==> config.mk <==
export PLATFORM = sky130hd
export DESIGN_NAME = saipc_top
export DESIGN_NICKNAME = d
export VERILOG_FILES = /design/src/design/saipc_pkg.sv /design/src/design/saipc_acq_if.sv /design/src/design/saipc_acq_timer.sv /design/src/design/saipc_irq_pin.sv /design/src/design/saipc_top.sv
export SDC_FILE = /design/constraint.sdc
export NUM_CORES = 1
export LEC_CHECK = 0
export ABC_AREA = 1
export BUFFER_PORTS_ARGS = -buffer_cell sky130_fd_sc_hd__buf_2
export CORE_UTILIZATION = 45
export CTS_BUF_LIST = sky130_fd_sc_hd__clkbuf_16
export CTS_CLUSTER_SIZE = 16
export DETAILED_ROUTE_END_ITERATION = 10
export PLACE_DENSITY = 0.75
export SETUP_SLACK_MARGIN = 0.2
export SLEW_MARGIN = 20
export SYNTH_ARGS = -nofsm -noshare
export SYNTH_HDL_FRONTEND = slang
export SYNTH_SLANG_ARGS = --single-unit
==> constraint.sdc <==
create_clock -name sys_clk -period 2.8 [get_ports sys_clk]
set_input_delay 0.14 -clock sys_clk [delete_from_list [all_inputs] [get_ports sys_clk]]
set_output_delay 0.14 -clock sys_clk [all_outputs]
set_load 0.005 [all_outputs]
==> src/design/saipc_pkg.sv <==
/*
 * Constants of the acquisition and interrupt pin block:
 * addresses, field positions, masks, resets and the
 * spacing table.
 * Assumes it is compiled first.
 */
package saipc_pkg;

   // Register addresses on the byte-wide register port.
   localparam logic [7:0] ADDR_CTRL1 = 8'h26;
   localparam logic [7:0] ADDR_CTRL2 = 8'h27;
   localparam logic [7:0] ADDR_CTRL3 = 8'h28;
   localparam logic [7:0] REG_RESET  = 8'h00;

   // Writable bits of each register; everything else is reserved.
   localparam logic [7:0] CTRL1_WMASK = 8'h3B;
   localparam logic [7:0] CTRL2_WMASK = 8'h3F;
   localparam logic [7:0] CTRL3_WMASK = 8'h33;

   // Field positions in control one.
   localparam int unsigned OS_LSB     = 3;
   localparam int unsigned OS_W       = 3;
   localparam int unsigned SHOT_BIT   = 1;
   localparam int unsigned ACTIVE_BIT = 0;

   // Field positions in control two.
   localparam int unsigned LOAD_BIT = 5;
   localparam int unsigned TSEL_BIT = 4;
   localparam int unsigned STEP_LSB = 0;
   localparam int unsigned STEP_W   = 4;

   // Field positions in control three.
   localparam int unsigned IRQA_POL_BIT = 5;
   localparam int unsigned IRQA_DRV_BIT = 4;
   localparam int unsigned IRQB_POL_BIT = 1;
   localparam int unsigned IRQB_DRV_BIT = 0;

   // Timing: clock rate, one second in milliseconds, counter widths.
   localparam int unsigned CLK_FREQ_HZ = 200_000_000;
   localparam int unsigned MS_PER_S    = 1000;
   localparam int unsigned TICKS_PER_MS_DEF = CLK_FREQ_HZ / MS_PER_S;
   localparam int unsigned SPACE_W     = 10;
   localparam int unsigned IVAL_W      = 26;

   // Least time between samples in milliseconds, indexed by oversample code.
   localparam logic [SPACE_W-1:0] SPACING_MS [8] = '{
      10'h006, 10'h00A, 10'h012, 10'h022,
      10'h042, 10'h082, 10'h102, 10'h200};

   // Acquisition sequencer states.
   typedef enum logic [0:0] {ACQ_IDLE, ACQ_BUSY} saipc_acq_t;

endpackage

==> src/design/saipc_acq_if.sv <==
/*
 * Link from register core to acquisition timer.
 * Assumes one shared clock.
 */
`timescale 1ns/1ps
`default_nettype none

interface saipc_acq_if;
   logic                         activeMode;
   logic [saipc_pkg::STEP_W-1:0]  intervalExp;
   logic [saipc_pkg::SPACE_W-1:0] spacingMs;
   logic                         measStart;
   logic                         intervalDue;
   logic                         spacingOk;

   modport core  (output activeMode, intervalExp, spacingMs, measStart,
                  input intervalDue, spacingOk);
   modport timer (input activeMode, intervalExp, spacingMs, measStart,
                  output intervalDue, spacingOk);
endinterface

`default_nettype wire

==> src/design/saipc_acq_timer.sv <==
/*
 * Millisecond prescaler, interval counter and
 * spacing guard.
 * Assumes one clock shared with the core.
 */
`timescale 1ns/1ps
`default_nettype none

module saipc_acq_timer #(
   parameter int unsigned TICKS_PER_MS = saipc_pkg::TICKS_PER_MS_DEF
) (
   // Clock and control.
   input wire logic      sys_clk,
   input wire logic      reset,
   input wire logic      clkEn,
   // Link to the register core.
   saipc_acq_if.timer    acq
);
   localparam int unsigned PRE_W = $clog2(TICKS_PER_MS + 1);

   logic [PRE_W-1:0]              preCnt_ff;
   logic [saipc_pkg::IVAL_W-1:0]  ivalCnt_ff;
   logic [saipc_pkg::SPACE_W:0]   spaceCnt_ff;
   logic                          msTick;
   logic [saipc_pkg::IVAL_W-1:0]  ivalLast;
   logic                          ivalWrap;

   // The interval in ms is one second shifted left by the step exponent.
   assign msTick   = (preCnt_ff == PRE_W'(TICKS_PER_MS - 1));
   assign ivalLast = (saipc_pkg::IVAL_W'(saipc_pkg::MS_PER_S)
                      << acq.intervalExp) - 1'b1;
   assign ivalWrap = msTick && (ivalCnt_ff >= ivalLast);
   assign acq.intervalDue = acq.activeMode && ivalWrap;
   assign acq.spacingOk   = (spaceCnt_ff == '0);

   // Prescaler runs freely; one tick per millisecond.
   always_ff @(posedge sys_clk) begin
      if (reset) begin
         preCnt_ff <= '0;
      end else if (clkEn) begin
         preCnt_ff <= msTick ? '0 : preCnt_ff + 1'b1;
      end
   end

   // Interval counter restarts whenever standby is selected.
   always_ff @(posedge sys_clk) begin
      if (reset) begin
         ivalCnt_ff <= '0;
      end else if (clkEn) begin
         if (!acq.activeMode || ivalWrap) begin
            ivalCnt_ff <= '0;
         end else if (msTick) begin
            ivalCnt_ff <= ivalCnt_ff + 1'b1;
         end
      end
   end

   // One extra tick is loaded so the phase of the prescaler can never
   // shorten the guard below the least spacing.
   always_ff @(posedge sys_clk) begin
      if (reset) begin
         spaceCnt_ff <= '0;
      end else if (clkEn) begin
         if (acq.measStart) begin
            spaceCnt_ff <= {1'b0, acq.spacingMs} + 1'b1;
         end else if (msTick && spaceCnt_ff != '0) begin
            spaceCnt_ff <= spaceCnt_ff - 1'b1;
         end
      end
   end

   initial begin
      if (TICKS_PER_MS < 2) $error("TICKS_PER_MS must be at least 2");
   end
endmodule

`default_nettype wire

==> src/design/saipc_irq_pin.sv <==
/*
 * Driver of one interrupt pin: polarity and
 * drive mode, outputs registered.
 * Assumes the pad combines the three outputs.
 */
`timescale 1ns/1ps
`default_nettype none

module saipc_irq_pin (
   // Clock and control.
   input wire logic  sys_clk,
   input wire logic  reset,
   input wire logic  clkEn,
   // Event and configuration, taken from next-state values.
   input wire logic  irqReq,
   input wire logic  polarity,
   input wire logic  driveMode,
   // Pad.
   output logic      padOut,
   output logic      padOeN,
   output logic      pullUpEn
);
   logic level;

   // Asserted level equals the polarity bit; idle level is its inverse.
   assign level = irqReq ? polarity : ~polarity;

   // Open drain only pulls low; a high level is left to the line.
   always_ff @(posedge sys_clk) begin
      if (reset) begin
         padOut   <= 1'b1;
         padOeN   <= 1'b0;
         pullUpEn <= 1'b1;
      end else if (clkEn) begin
         padOut   <= driveMode ? 1'b0 : level;
         padOeN   <= driveMode ? level : 1'b0;
         pullUpEn <= ~driveMode;
      end
   end
endmodule

`default_nettype wire

==> src/design/saipc_top.sv <==
/*
 * Register core: control one, two and three,
 * the acquisition sequencer,
 * target capture and the two interrupt pins.
 * Assumes a decoded register port and a
 * datapath on this clock that answers a start
 * with a one-cycle done pulse.
 */
`timescale 1ns/1ps
`default_nettype none

// What this block does
// - Oversample code picks ratio 1..128 and least spacing 6..512 ms.
// - Load-target bit set captures the next results as targets.
// - One capture per setting; host clears and sets again for more.
// - Target-select zero uses programmed targets, one uses captured.
// - Step field sets the interval to two to the field seconds.
// - Pin A polarity bit: zero active low, one active high.
// - Pin A drive bit: zero push-pull with pull-up, one open drain.
// - Pin B polarity bit: zero active low, one active high.
// - Pin B drive bit: zero push-pull with pull-up, one open drain.
// - Reserved bits are read-only and read zero.
// - Oversample code sits in control one bits 5 to 3, reset 000.
// - Active bit set measures periodically; clear means standby.
// - Single shot starts once idle and the spacing guard allows; self-clears only in standby.
module saipc_top #(
   parameter int unsigned TICKS_PER_MS = saipc_pkg::TICKS_PER_MS_DEF,
   parameter int unsigned PRESS_W      = 20,
   parameter int unsigned TEMP_W       = 12
) (
   // Clock, reset and clock enable.
   input wire logic                sys_clk,
   input wire logic                reset,
   input wire logic                clkEn,
   // Register port.
   input wire logic [7:0]          regAddr,
   input wire logic                regWrEn,
   input wire logic [7:0]          regWrData,
   input wire logic                regRdEn,
   output logic [7:0]              regRdData,
   // Measurement datapath.
   output logic                    measStart,
   output logic [saipc_pkg::OS_W-1:0] measOsCode,
   output logic                    measBusy,
   input wire logic                measDone,
   input wire logic [PRESS_W-1:0]  resultPressure,
   input wire logic [TEMP_W-1:0]   resultTemp,
   // Targets for the window and threshold comparators.
   input wire logic [PRESS_W-1:0]  progPressTarget,
   input wire logic [TEMP_W-1:0]   progTempTarget,
   output logic [PRESS_W-1:0]      targetPressure,
   output logic [TEMP_W-1:0]       targetTemp,
   output logic                    capturedValid,
   // Routed interrupt requests, active high.
   input wire logic                irqAReq,
   input wire logic                irqBReq,
   // Interrupt pin A pad.
   output logic                    irqPinAOut,
   output logic                    irqPinAOeN,
   output logic                    irqPinAPullUp,
   // Interrupt pin B pad.
   output logic                    irqPinBOut,
   output logic                    irqPinBOeN,
   output logic                    irqPinBPullUp
);

   // Register storage and next values.
   logic [7:0] ctrl1_ff;
   logic [7:0] ctrl2_ff;
   logic [7:0] ctrl3_ff;
   logic [7:0] nxt_ctrl1;
   logic [7:0] nxt_ctrl2;
   logic [7:0] nxt_ctrl3;

   // Sequencer state.
   saipc_pkg::saipc_acq_t acqState_ff;
   saipc_pkg::saipc_acq_t nxt_acqState;
   logic shotReq_ff;
   logic shotInFlight_ff;
   logic dueLatch_ff;
   logic loadArmed_ff;
   logic [PRESS_W-1:0] capPress_ff;
   logic [TEMP_W-1:0]  capTemp_ff;

   // Address decode and write strobes.
   logic hitCtrl1;
   logic hitCtrl2;
   logic hitCtrl3;
   logic wrCtrl1;
   logic wrCtrl2;
   logic wrCtrl3;
   assign hitCtrl1 = (regAddr == saipc_pkg::ADDR_CTRL1);
   assign hitCtrl2 = (regAddr == saipc_pkg::ADDR_CTRL2);
   assign hitCtrl3 = (regAddr == saipc_pkg::ADDR_CTRL3);
   assign wrCtrl1  = regWrEn && hitCtrl1;
   assign wrCtrl2  = regWrEn && hitCtrl2;
   assign wrCtrl3  = regWrEn && hitCtrl3;

   // Fields as seen by the logic.
   logic       activeBit;
   logic       shotBit;
   logic       loadBit;
   logic       tselBit;
   logic [saipc_pkg::OS_W-1:0]   osCode;
   logic [saipc_pkg::STEP_W-1:0] stepExp;
   assign activeBit = ctrl1_ff[saipc_pkg::ACTIVE_BIT];
   assign shotBit   = ctrl1_ff[saipc_pkg::SHOT_BIT];
   assign loadBit   = ctrl2_ff[saipc_pkg::LOAD_BIT];
   assign tselBit   = ctrl2_ff[saipc_pkg::TSEL_BIT];
   assign osCode    = ctrl1_ff[saipc_pkg::OS_LSB +: saipc_pkg::OS_W];
   assign stepExp   = ctrl2_ff[saipc_pkg::STEP_LSB +: saipc_pkg::STEP_W];

   // Writes are masked so reserved bits can never hold a one.
   logic [7:0] wrVal1;
   logic [7:0] wrVal2;
   logic [7:0] wrVal3;
   assign wrVal1 = regWrData & saipc_pkg::CTRL1_WMASK;
   assign wrVal2 = regWrData & saipc_pkg::CTRL2_WMASK;
   assign wrVal3 = regWrData & saipc_pkg::CTRL3_WMASK;

   // Rising edges of the bits that launch something when written to one.
   logic shotRise;
   logic loadRise;
   assign shotRise = wrCtrl1 && wrVal1[saipc_pkg::SHOT_BIT] && !shotBit;
   assign loadRise = wrCtrl2 && wrVal2[saipc_pkg::LOAD_BIT] && !loadBit;

   // Sequencer decisions.
   saipc_acq_if acq ();
   logic launch;
   logic shotDone;
   assign launch = (acqState_ff == saipc_pkg::ACQ_IDLE) && acq.spacingOk
                   && (shotReq_ff || (dueLatch_ff && activeBit));
   assign shotDone = (acqState_ff == saipc_pkg::ACQ_BUSY) && measDone
                     && shotInFlight_ff;

   // In standby the shot bit clears when its measurement ends; a host
   // write of one in that same cycle is overridden unless the bit already reads zero.
   always_comb begin
      nxt_ctrl1 = wrCtrl1 ? wrVal1 : ctrl1_ff;
      if (shotDone && !activeBit && !shotRise) begin
         nxt_ctrl1[saipc_pkg::SHOT_BIT] = 1'b0;
      end
   end
   assign nxt_ctrl2 = wrCtrl2 ? wrVal2 : ctrl2_ff;
   assign nxt_ctrl3 = wrCtrl3 ? wrVal3 : ctrl3_ff;

   // Control registers; all fields reset to zero.
   always_ff @(posedge sys_clk) begin
      if (reset) begin
         ctrl1_ff <= saipc_pkg::REG_RESET;
         ctrl2_ff <= saipc_pkg::REG_RESET;
         ctrl3_ff <= saipc_pkg::REG_RESET;
      end else if (clkEn) begin
         ctrl1_ff <= nxt_ctrl1;
         ctrl2_ff <= nxt_ctrl2;
         ctrl3_ff <= nxt_ctrl3;
      end
   end

   // Read data is registered; reserved bits and unmapped addresses read 0.
   logic [7:0] rdMux;
   assign rdMux = hitCtrl1 ? ctrl1_ff :
                  hitCtrl2 ? ctrl2_ff :
                  hitCtrl3 ? ctrl3_ff : saipc_pkg::REG_RESET;
   always_ff @(posedge sys_clk) begin
      if (reset) begin
         regRdData <= saipc_pkg::REG_RESET;
      end else if (clkEn && regRdEn) begin
         regRdData <= rdMux;
      end
   end

   // Sequencer state transition.
   always_comb begin
      nxt_acqState = acqState_ff;
      unique case (acqState_ff)
         saipc_pkg::ACQ_IDLE: begin
            if (launch) nxt_acqState = saipc_pkg::ACQ_BUSY;
         end
         saipc_pkg::ACQ_BUSY: begin
            if (measDone) nxt_acqState = saipc_pkg::ACQ_IDLE;
         end
      endcase
   end

   // A shot request stays pending until the spacing guard lets it run;
   // an interval that falls due while busy is remembered, not dropped.
   always_ff @(posedge sys_clk) begin
      if (reset) begin
         acqState_ff     <= saipc_pkg::ACQ_IDLE;
         shotReq_ff      <= 1'b0;
         shotInFlight_ff <= 1'b0;
         dueLatch_ff     <= 1'b0;
      end else if (clkEn) begin
         acqState_ff <= nxt_acqState;
         if (shotRise) begin
            shotReq_ff <= 1'b1;
         end else if (launch) begin
            shotReq_ff <= 1'b0;
         end
         if (launch) begin
            shotInFlight_ff <= shotReq_ff;
         end
         if (acq.intervalDue) begin
            dueLatch_ff <= 1'b1;
         end else if (launch || !activeBit) begin
            dueLatch_ff <= 1'b0;
         end
      end
   end

   // Start pulse and the code given to the datapath come from flip-flops.
   always_ff @(posedge sys_clk) begin
      if (reset) begin
         measStart  <= 1'b0;
         measOsCode <= '0;
      end else if (clkEn) begin
         measStart  <= launch;
         measOsCode <= osCode;
      end
   end
   assign measBusy = (acqState_ff == saipc_pkg::ACQ_BUSY);

   // Timer link: the guard is loaded when the start leaves the core.
   assign acq.activeMode  = activeBit;
   assign acq.intervalExp = stepExp;
   assign acq.spacingMs   = saipc_pkg::SPACING_MS[osCode];
   assign acq.measStart   = launch;

   saipc_acq_timer #(
      .TICKS_PER_MS (TICKS_PER_MS)
   ) u_timer (
      .sys_clk (sys_clk),
      .reset   (reset),
      .clkEn   (clkEn),
      .acq     (acq)
   );

   // The arm is set by each new setting of the load bit and spent by the
   // first result that follows, so one setting captures exactly once.
   always_ff @(posedge sys_clk) begin
      if (reset) begin
         loadArmed_ff  <= 1'b0;
         capPress_ff   <= '0;
         capTemp_ff    <= '0;
         capturedValid <= 1'b0;
      end else if (clkEn) begin
         if (loadRise) begin
            loadArmed_ff <= 1'b1;
         end else if (measDone && loadArmed_ff) begin
            loadArmed_ff <= 1'b0;
         end
         if (measDone && loadArmed_ff) begin
            capPress_ff   <= resultPressure;
            capTemp_ff    <= resultTemp;
            capturedValid <= 1'b1;
         end
      end
   end

   // Comparator reference follows the select bit one cycle later.
   always_ff @(posedge sys_clk) begin
      if (reset) begin
         targetPressure <= '0;
         targetTemp     <= '0;
      end else if (clkEn) begin
         targetPressure <= tselBit ? capPress_ff : progPressTarget;
         targetTemp     <= tselBit ? capTemp_ff : progTempTarget;
      end
   end

   // Pins take next-state configuration so a write shows one cycle later.
   saipc_irq_pin u_pin_a (
      .sys_clk   (sys_clk),
      .reset     (reset),
      .clkEn     (clkEn),
      .irqReq    (irqAReq),
      .polarity  (nxt_ctrl3[saipc_pkg::IRQA_POL_BIT]),
      .driveMode (nxt_ctrl3[saipc_pkg::IRQA_DRV_BIT]),
      .padOut    (irqPinAOut),
      .padOeN    (irqPinAOeN),
      .pullUpEn  (irqPinAPullUp)
   );

   saipc_irq_pin u_pin_b (
      .sys_clk   (sys_clk),
      .reset     (reset),
      .clkEn     (clkEn),
      .irqReq    (irqBReq),
      .polarity  (nxt_ctrl3[saipc_pkg::IRQB_POL_BIT]),
      .driveMode (nxt_ctrl3[saipc_pkg::IRQB_DRV_BIT]),
      .padOut    (irqPinBOut),
      .padOeN    (irqPinBOeN),
      .pullUpEn  (irqPinBPullUp)
   );

   // Widths the capture and comparator paths can serve.
   initial begin
      if (PRESS_W < 1 || PRESS_W > 32) $error("PRESS_W out of range");
      if (TEMP_W < 1 || TEMP_W > 32) $error("TEMP_W out of range");
   end

endmodule

`default_nettype wire

==> run metrics, run 1 <==
CTS tree built; Ys Warns 0; crit path from ctrl2_ff[2]; clock power share 47.6%; Core Area 0.0174 mm²; Starting DRT DRC Count 824; Reg area 0.00314 mm²; kind of critical path register to register; part of the cycle the worst path needs 94.0%; final setup vio count 0; die width 135 µm; Synth Register Bits 156; Cells on Worst Hold Path 3; initial antenna violation count 1; number of synthesized flops with an enable pin 0; final WL 23200 µm; power per cell area 499 mW/mm²; I/O Buffers 135; Worst Setup End Kind register; clock sink count 156; number of fill cells in the layout 1432; Worst Path Max Fanout 8; number of buffers created by CTS 17; min Tclk post-route 2.63 ns; crit start category register; Multi-input gate area 0.00433 mm²; register-to-register setup slack 0.17 ns; share of power burned in registers 44.4%; worst min path class primary input to register; GR Util met3 5.05%; Clock Pin Slew Worst Setup and Hold Paths 0.07 ns; distinct cell type count after synthesis 52; fin. max-slew vios 0; most frequent CP cell nand2_4; Top Ports 140; post-synth top area share 39.0%; DP HPWL 15100 µm; post-route ant nets 0; WHS 0.0153 ns; Comb power frac 8.0%; Least-Margin Pin Slew 1.12 ns; worst skew pair latency 0.43 ns; Synth Flop Type dfxtp_1; reg-to-reg endpoint u_timer.ivalCnt_ff[3]; hold_sp resultTemp[4]; Hold Path End capTemp_ff[4]; wire per inst 14.8 µm; CP max stage delay 0.37 ns; status finished, final reports clean; H-tree levels 4; first-pass GRT wire length 37000 µm; sw frac 25.6%; final core occ 59.5%; unrepaired setup endpoints after global routing true; Setup Skew 0.0147 ns; leakage power 4.54 nW; top post-synthesis cells by area dfxtp_1, nand2_1, a21oi_1; drt pass-1 iters 5; critical path required time 3.12 ns; slew margin rel. 25.3%; syn_area_per_cell 6.98 µm²; P&R area growth vs syn 29.1%; cells along the critical path nor2_4 -> nand3_2 -> ha_4 -> nand2_4 -> nor2_2 -> nor3_2 -> a21oi_2 -> ha_1 -> nand2_2 -> nor2_4 -> nand4_1 -> nor2_1 -> nand2_1 -> nand3_2 -> nand2_4 -> nand2_4 -> nand2_8 -> nand2_8 -> nor2_1; Initial Util 46.1%; global route overflow 0; Max Freq 0.380 GHz; sequential element share of the synthesized area 39.0%; Yosys top cell by area dfxtp_1; fin nets 1448; P_sw 0.00132 W; Int Pwr 0.00384 W; die height 135 µm; Critical R2R Launch ctrl2_ff[2]; MaxCap Viol Count 0; maximum vdd drop 0.426 mV; total chip power 0.00516 W; Post-Syn Instances 1148; Via density 5.37; slowest CP cell dfxtp_4; vias in the first global route 7737; setup tns final 0 ns; worst path arrival time 2.96 ns; R2R depth 19; Post-synth ARST share 0%; Mapped Area 0.00801 mm²; largest net degree at the start of global routing 73; drt drc 0; Die ar. 0.0183 mm²; Hold Vio Cnt, Final 0; GRT busiest layer met2; number of cell rows 48; M1 GR Usage 33.5%; CTS root buffer clkbuf_16; gr usage total 25.5%; via count 8434; GPL Wtd Cong 0.875; met2 Use GR 40.2%; share of layout cells above drive strength 1 18.8%; Clock Tree Buf Depth 2
[power groups by stage]
| stage | clock network, W | registers [W] | logic, W |
|---|---|---|---|
| final | 0.00245 | 0.00229 | 0.000414 |
| after CTS | 0.00250 | 0.00229 | 0.000398 |
| after global placement | 0 | 0.00234 | 0.000315 |
| after global routing | 0.00259 | 0.00230 | 0.000452 |
| after detailed placement | 0 | 0.00234 | 0.000318 |
| after floorplan | 0 | 0.00235 | 0.000163 |
[cell type report]
class / count / share of cell area [%]
clock inverters: 15 / 2.09
diodes: 1 / 0.0242
clock buffers: 17 / 4.12
inverters: 134 / 4.88
repair buffers: 215 / 14.0
well taps: 225 / 2.72
multi-input cells: 809 / 41.9
flip-flops and latches: 156 / 30.3
[through the flow]
| stage | instance area [µm²] | std cells | setup slack [ns] |
|---|---|---|---|
| global route | 10300 | 1572 | 0.0388 |
| global placement | 8840 | 1470 | 0.137 |
| floorplan | 8010 | 1149 | 0.222 |
| CTS | 10200 | 1566 | 0.205 |
| detailed placement | 8840 | 1470 | 0.0705 |
| finish | 10300 | 1572 | 0.167 |
[worst max-delay path by stage]
stage               slack (ns)  depth (start not counted)                endpoint
floorplan                 0.22                         21  u_timer.ivalCnt_ff[11]
global placement          0.14                         19  u_timer.ivalCnt_ff[25]
detailed placement        0.07                         19  u_timer.ivalCnt_ff[25]
CTS                       0.20                         18  u_timer.ivalCnt_ff[25]
global route              0.04                         19   u_timer.ivalCnt_ff[3]
finish                    0.17                         19   u_timer.ivalCnt_ff[3]
[logic make-up (layout without fill, tap and decap cells)]
logic type / Yosys count / after routing / share of synthesized area, %
AND/OR/NAND/NOR: 459 / 461 / 25.5
AO/OA/AOI/OAI: 298 / 298 / 19.7
buffers and inverters: 186 / 381 / 9.30
flip-flops: 156 / 156 / 39.0
adder cells (fa/ha/maj): 27 / 27 / 4.22
XOR/XNOR: 20 / 20 / 2.19
other: 2 / 4 / 0.0938
[critical path: cells and delay by family (launching register included)]
family / cells / cell delay (ns)
compound gates: 1 / 0.06
fa+ha+maj: 2 / 0.49
flops: 1 / 0.37
simple gates: 16 / 1.59
[Yosys cell counts, types with 3 or more instances]
library cell / n
a21o_1: 3
a21oi_1: 157
a31oi_1: 6
buf_1: 8
buf_4: 3
clkbuf_1: 36
dfxtp_1: 156
ha_1: 27
inv_1: 127
inv_2: 6
nand2_1: 234
nand2_2: 4
nand2_4: 5
nand3_1: 50
nand3b_1: 3
nand4_1: 19
nor2_1: 102
nor2_2: 5
nor3_1: 21
nor4_1: 4
o21ai_0: 105
o21ai_1: 8
o22ai_1: 4
xnor2_1: 4
xor2_1: 16
[sequential cells by signal, indices dropped and copies added (netlist names), 3 cells and up]
register / count
u_timer.ivalCnt_ff: 26
capPress_ff: 20
targetPressure: 20
u_timer.preCnt_ff: 18
capTemp_ff: 12
targetTemp: 12
u_timer.spaceCnt_ff: 11
ctrl2_ff: 6
regRdData: 6
ctrl1_ff: 5
ctrl3_ff: 4
measOsCode: 3
[metal layers]
| metal | wire length, µm | part of all wire (%) | up-vias |
|---|---|---|---|
| met3 | 1460 | 6.3 | 65 |
| met1 | 10200 | 44 | 3868 |
| met2 | 10800 | 46 | 343 |
| li1 | - | - | 4158 |
| met5 | 0 | 0 | - |
| met4 | 803 | 3.5 | 0 |
[what timing repair did]
item | in CTS | in global routing
gates resized for setup | 10 | 35
pin swaps | 1 | 16
endpoints found under the setup margin | 17 | 27
gates cloned | 2 | 0
hold endpoints to repair | 62 | 0
hold buffers | 62 | 0
setup buffers | 0 | 5
[layout by cell type (no fill, tap or decap), drive strengths merged, types with 16 or more instances in the layout]
cell type,n
a21oi,159
buf,153
clkbuf,17
dfxtp,156
dlygate4sd3,62
ha,27
inv,141
nand2,245
nand3,51
nand4,21
nor2,109
nor3,23
o21ai,113
xor2,16
Power figures use the tool's default switching activity.
==> inputs of run 2 (changes only) <==
--- a/config.mk
+++ b/config.mk
@@ -7,11 +7,11 @@
 export LEC_CHECK = 0
 export ABC_AREA = 1
 export BUFFER_PORTS_ARGS = -buffer_cell sky130_fd_sc_hd__buf_2
-export CORE_UTILIZATION = 45
+export CORE_UTILIZATION = 40
 export CTS_BUF_LIST = sky130_fd_sc_hd__clkbuf_16
 export CTS_CLUSTER_SIZE = 16
 export DETAILED_ROUTE_END_ITERATION = 10
-export PLACE_DENSITY = 0.75
+export PLACE_DENSITY = 0.69
 export SETUP_SLACK_MARGIN = 0.2
 export SLEW_MARGIN = 20
 export SYNTH_ARGS = -nofsm -noshare
==> run 2 against run 1 <==
- global-route usage down 2.7 points
- via count decreased by 3.2%
- die area is 12% higher
- wire length fell by 1.2%
- sequential cell count unchanged
- critical path depth is the same
- hold slack better by 0.0044 ns
- sequential share of layout area is 0.14 points lower
- design area is 0.42% higher
- worst setup slack improved by 0.082 ns
- maximum frequency is 3.2% higher
- cell count increased by 2.5%
- critical endpoint is now u_timer.ivalCnt_ff[17]
==> run metrics, run 2 (synthesis gave the netlist of run 1 again) <==
Int Pwr 0.00380 W; Most flops, register u_timer.ivalCnt_ff; Least-Margin Pin Slew 0.616 ns; kind of critical path register to register; leakage power 4.54 nW; Clock Tree Buf Depth 2; vias in the first global route 7648; Worst Path Max Fanout 8; worst min path class primary input to register; CTS root buffer clkbuf_16; Setup Skew 0.0176 ns; pre-CTS WS 0.0799 ns; Max Freq 0.392 GHz; wire per inst 14.2 µm; unrepaired setup endpoints after global routing true; worst skew pair latency 0.44 ns; Initial Util 41.0%; P_sw 0.00129 W; Die ar. 0.0206 mm²; share of power burned in registers 45.0%; setup tns final 0 ns; Clock Pin Slew Worst Setup and Hold Paths 0.07 ns; first-pass GRT wire length 37000 µm; clock sink count 156; final setup vio count 0; fin nets 1448; Via density 5.07; Largest regs u_timer.ivalCnt_ff x26, capPress_ff x20, targetPressure x20; Comb power frac 7.9%; DP HPWL 15600 µm; drt drc 0; global route overflow 0; drt pass-1 iters 5; Core Area 0.0195 mm²; GPL Wtd Cong 0.875; clock power share 47.0%; die height 143 µm; worst path arrival time 2.88 ns; I/O Buffers 135; critical path required time 3.13 ns; commonest non-fill, non-tap cell in the layout nand2_1; final core occ 53.2%; fin. max-slew vios 0; post-route setup slack 0.249 ns; Reg area 0.00313 mm²; slew margin rel. 58.9%; Worst Setup End Kind register; die width 143 µm; largest net degree at the start of global routing 55; Starting DRT DRC Count 518; part of the cycle the worst path needs 91.1%; initial antenna violation count 1; via count 8165; P&R area growth vs syn 29.6%; commonest cells after routing, fill and taps aside nand2_1, a21oi_1, dfxtp_1; share of layout cells above drive strength 1 19.2%; crit start category register; sw frac 25.3%; Layout Cell Area excl Fill 0.0104 mm²; gr usage total 22.8%; min Tclk post-route 2.55 ns; maximum vdd drop 0.386 mV; MaxCap Viol Count 0; number of fill cells in the layout 1883; Top Ports 140; power per cell area 491 mW/mm²; placed cell areas 0.00890 mm²; Hold Vio Cnt, Final 0; Largest register FFs 26; H-tree levels 4; status finished, final reports clean; post-route ant nets 0; Multi-input gate area 0.00437 mm²; final WL 22900 µm; number of buffers created by CTS 17; CTS tree built; number of cell rows 51
[run 2: cell count changes in the layout (fill, tap and decap cells not counted), moves of 2 or more]
cell / before / now
xor2_2: 0 / 2
inv_1: 125 / 122
clkinv_1: 1 / 3
nor2_4: 5 / 7
inv_8: 5 / 3
clkinv_8: 4 / 1
nand2_4: 6 / 8
clkinv_4: 0 / 2
inv_2: 7 / 10
xor2_1: 16 / 14
nand2_1: 231 / 226
nor2_2: 16 / 12
nor2_1: 87 / 89
nand2_2: 4 / 8
[run 2: layout make-up]
| type | instances | share of cell area (%) |
|---|---|---|
| Multi-Input combinational cell | 809 | 42.1 |
| Sequential cell | 156 | 30.2 |
| Clock buffer | 17 | 4.10 |
| Timing Repair Buffer | 215 | 13.8 |
| Inverter | 134 | 4.86 |
| Clock inverter | 15 | 1.72 |
| Antenna cell | 1 | 0.0241 |
| Tap cell | 265 | 3.19 |
[run 2: routing by layer]
metal  GRT usage (%)  part of all wire (%)  vias up
li1                -                     -     4161
met2            38.5                    48      249
met4            8.06                   1.9        0
met1            28.3                    44     3725
met3            5.06                   6.2       30
met5               0                     0        -
[run 2: metrics by stage]
stage	power, W	hold WS (ns)	std cells
floorplan	0.00251	0.287	1149
global placement	0.00266	0.394	1512
detailed placement	0.00266	0.398	1512
CTS	0.00512	0.00897	1609
global route	0.00526	0.0264	1612
finish	0.00509	0.0197	1612
[run 2: worst paths after layout]
check	from	to	slack, ns	cells past startpoint
worst max register to register	ctrl2_ff[2]	u_timer.ivalCnt_ff[17]	0.25	19
worst min register to register	capPress_ff[9]	capPress_ff[9]	0.45	2
worst min-delay path	regWrData[3]	ctrl1_ff[3]	0.02	3
worst max-delay path	ctrl2_ff[2]	u_timer.ivalCnt_ff[17]	0.25	19
[run 2: critical path, stage by stage, from the launching register on]
cell	delay, ns
dfxtp_4	0.38
nor2_4	0.12
nand3_2	0.10
ha_4	0.20
nand2_4	0.08
nor2_4	0.04
nor3_2	0.09
a21oi_1	0.07
ha_1	0.33
nand2_2	0.07
nor2_2	0.10
nand4_1	0.10
nor2_1	0.12
nand2_2	0.07
nand3_4	0.10
nand2_4	0.07
nand2_4	0.10
nand2_8	0.11
nand2_8	0.16
nor2_1	0.06
[run 2: timing repair]
item,in CTS,in global routing
hold buffers,62,0
setup buffers,1,2
pin swaps,2,21
resized for setup,8,49
cloned,2,0
endpoints found under the hold margin,62,0
setup endpoints to repair,19,27
[run 2: power groups by stage]
stage	Sequential [W]	Combinational [W]	Clock, W
2_1_floorplan	0.00235	0.000163	0
3_3_place_gp	0.00234	0.000317	0
3_5_place_dp	0.00234	0.000318	0
4_1_cts	0.00229	0.000395	0.00243
5_1_grt	0.00230	0.000445	0.00252
6_report	0.00229	0.000405	0.00240
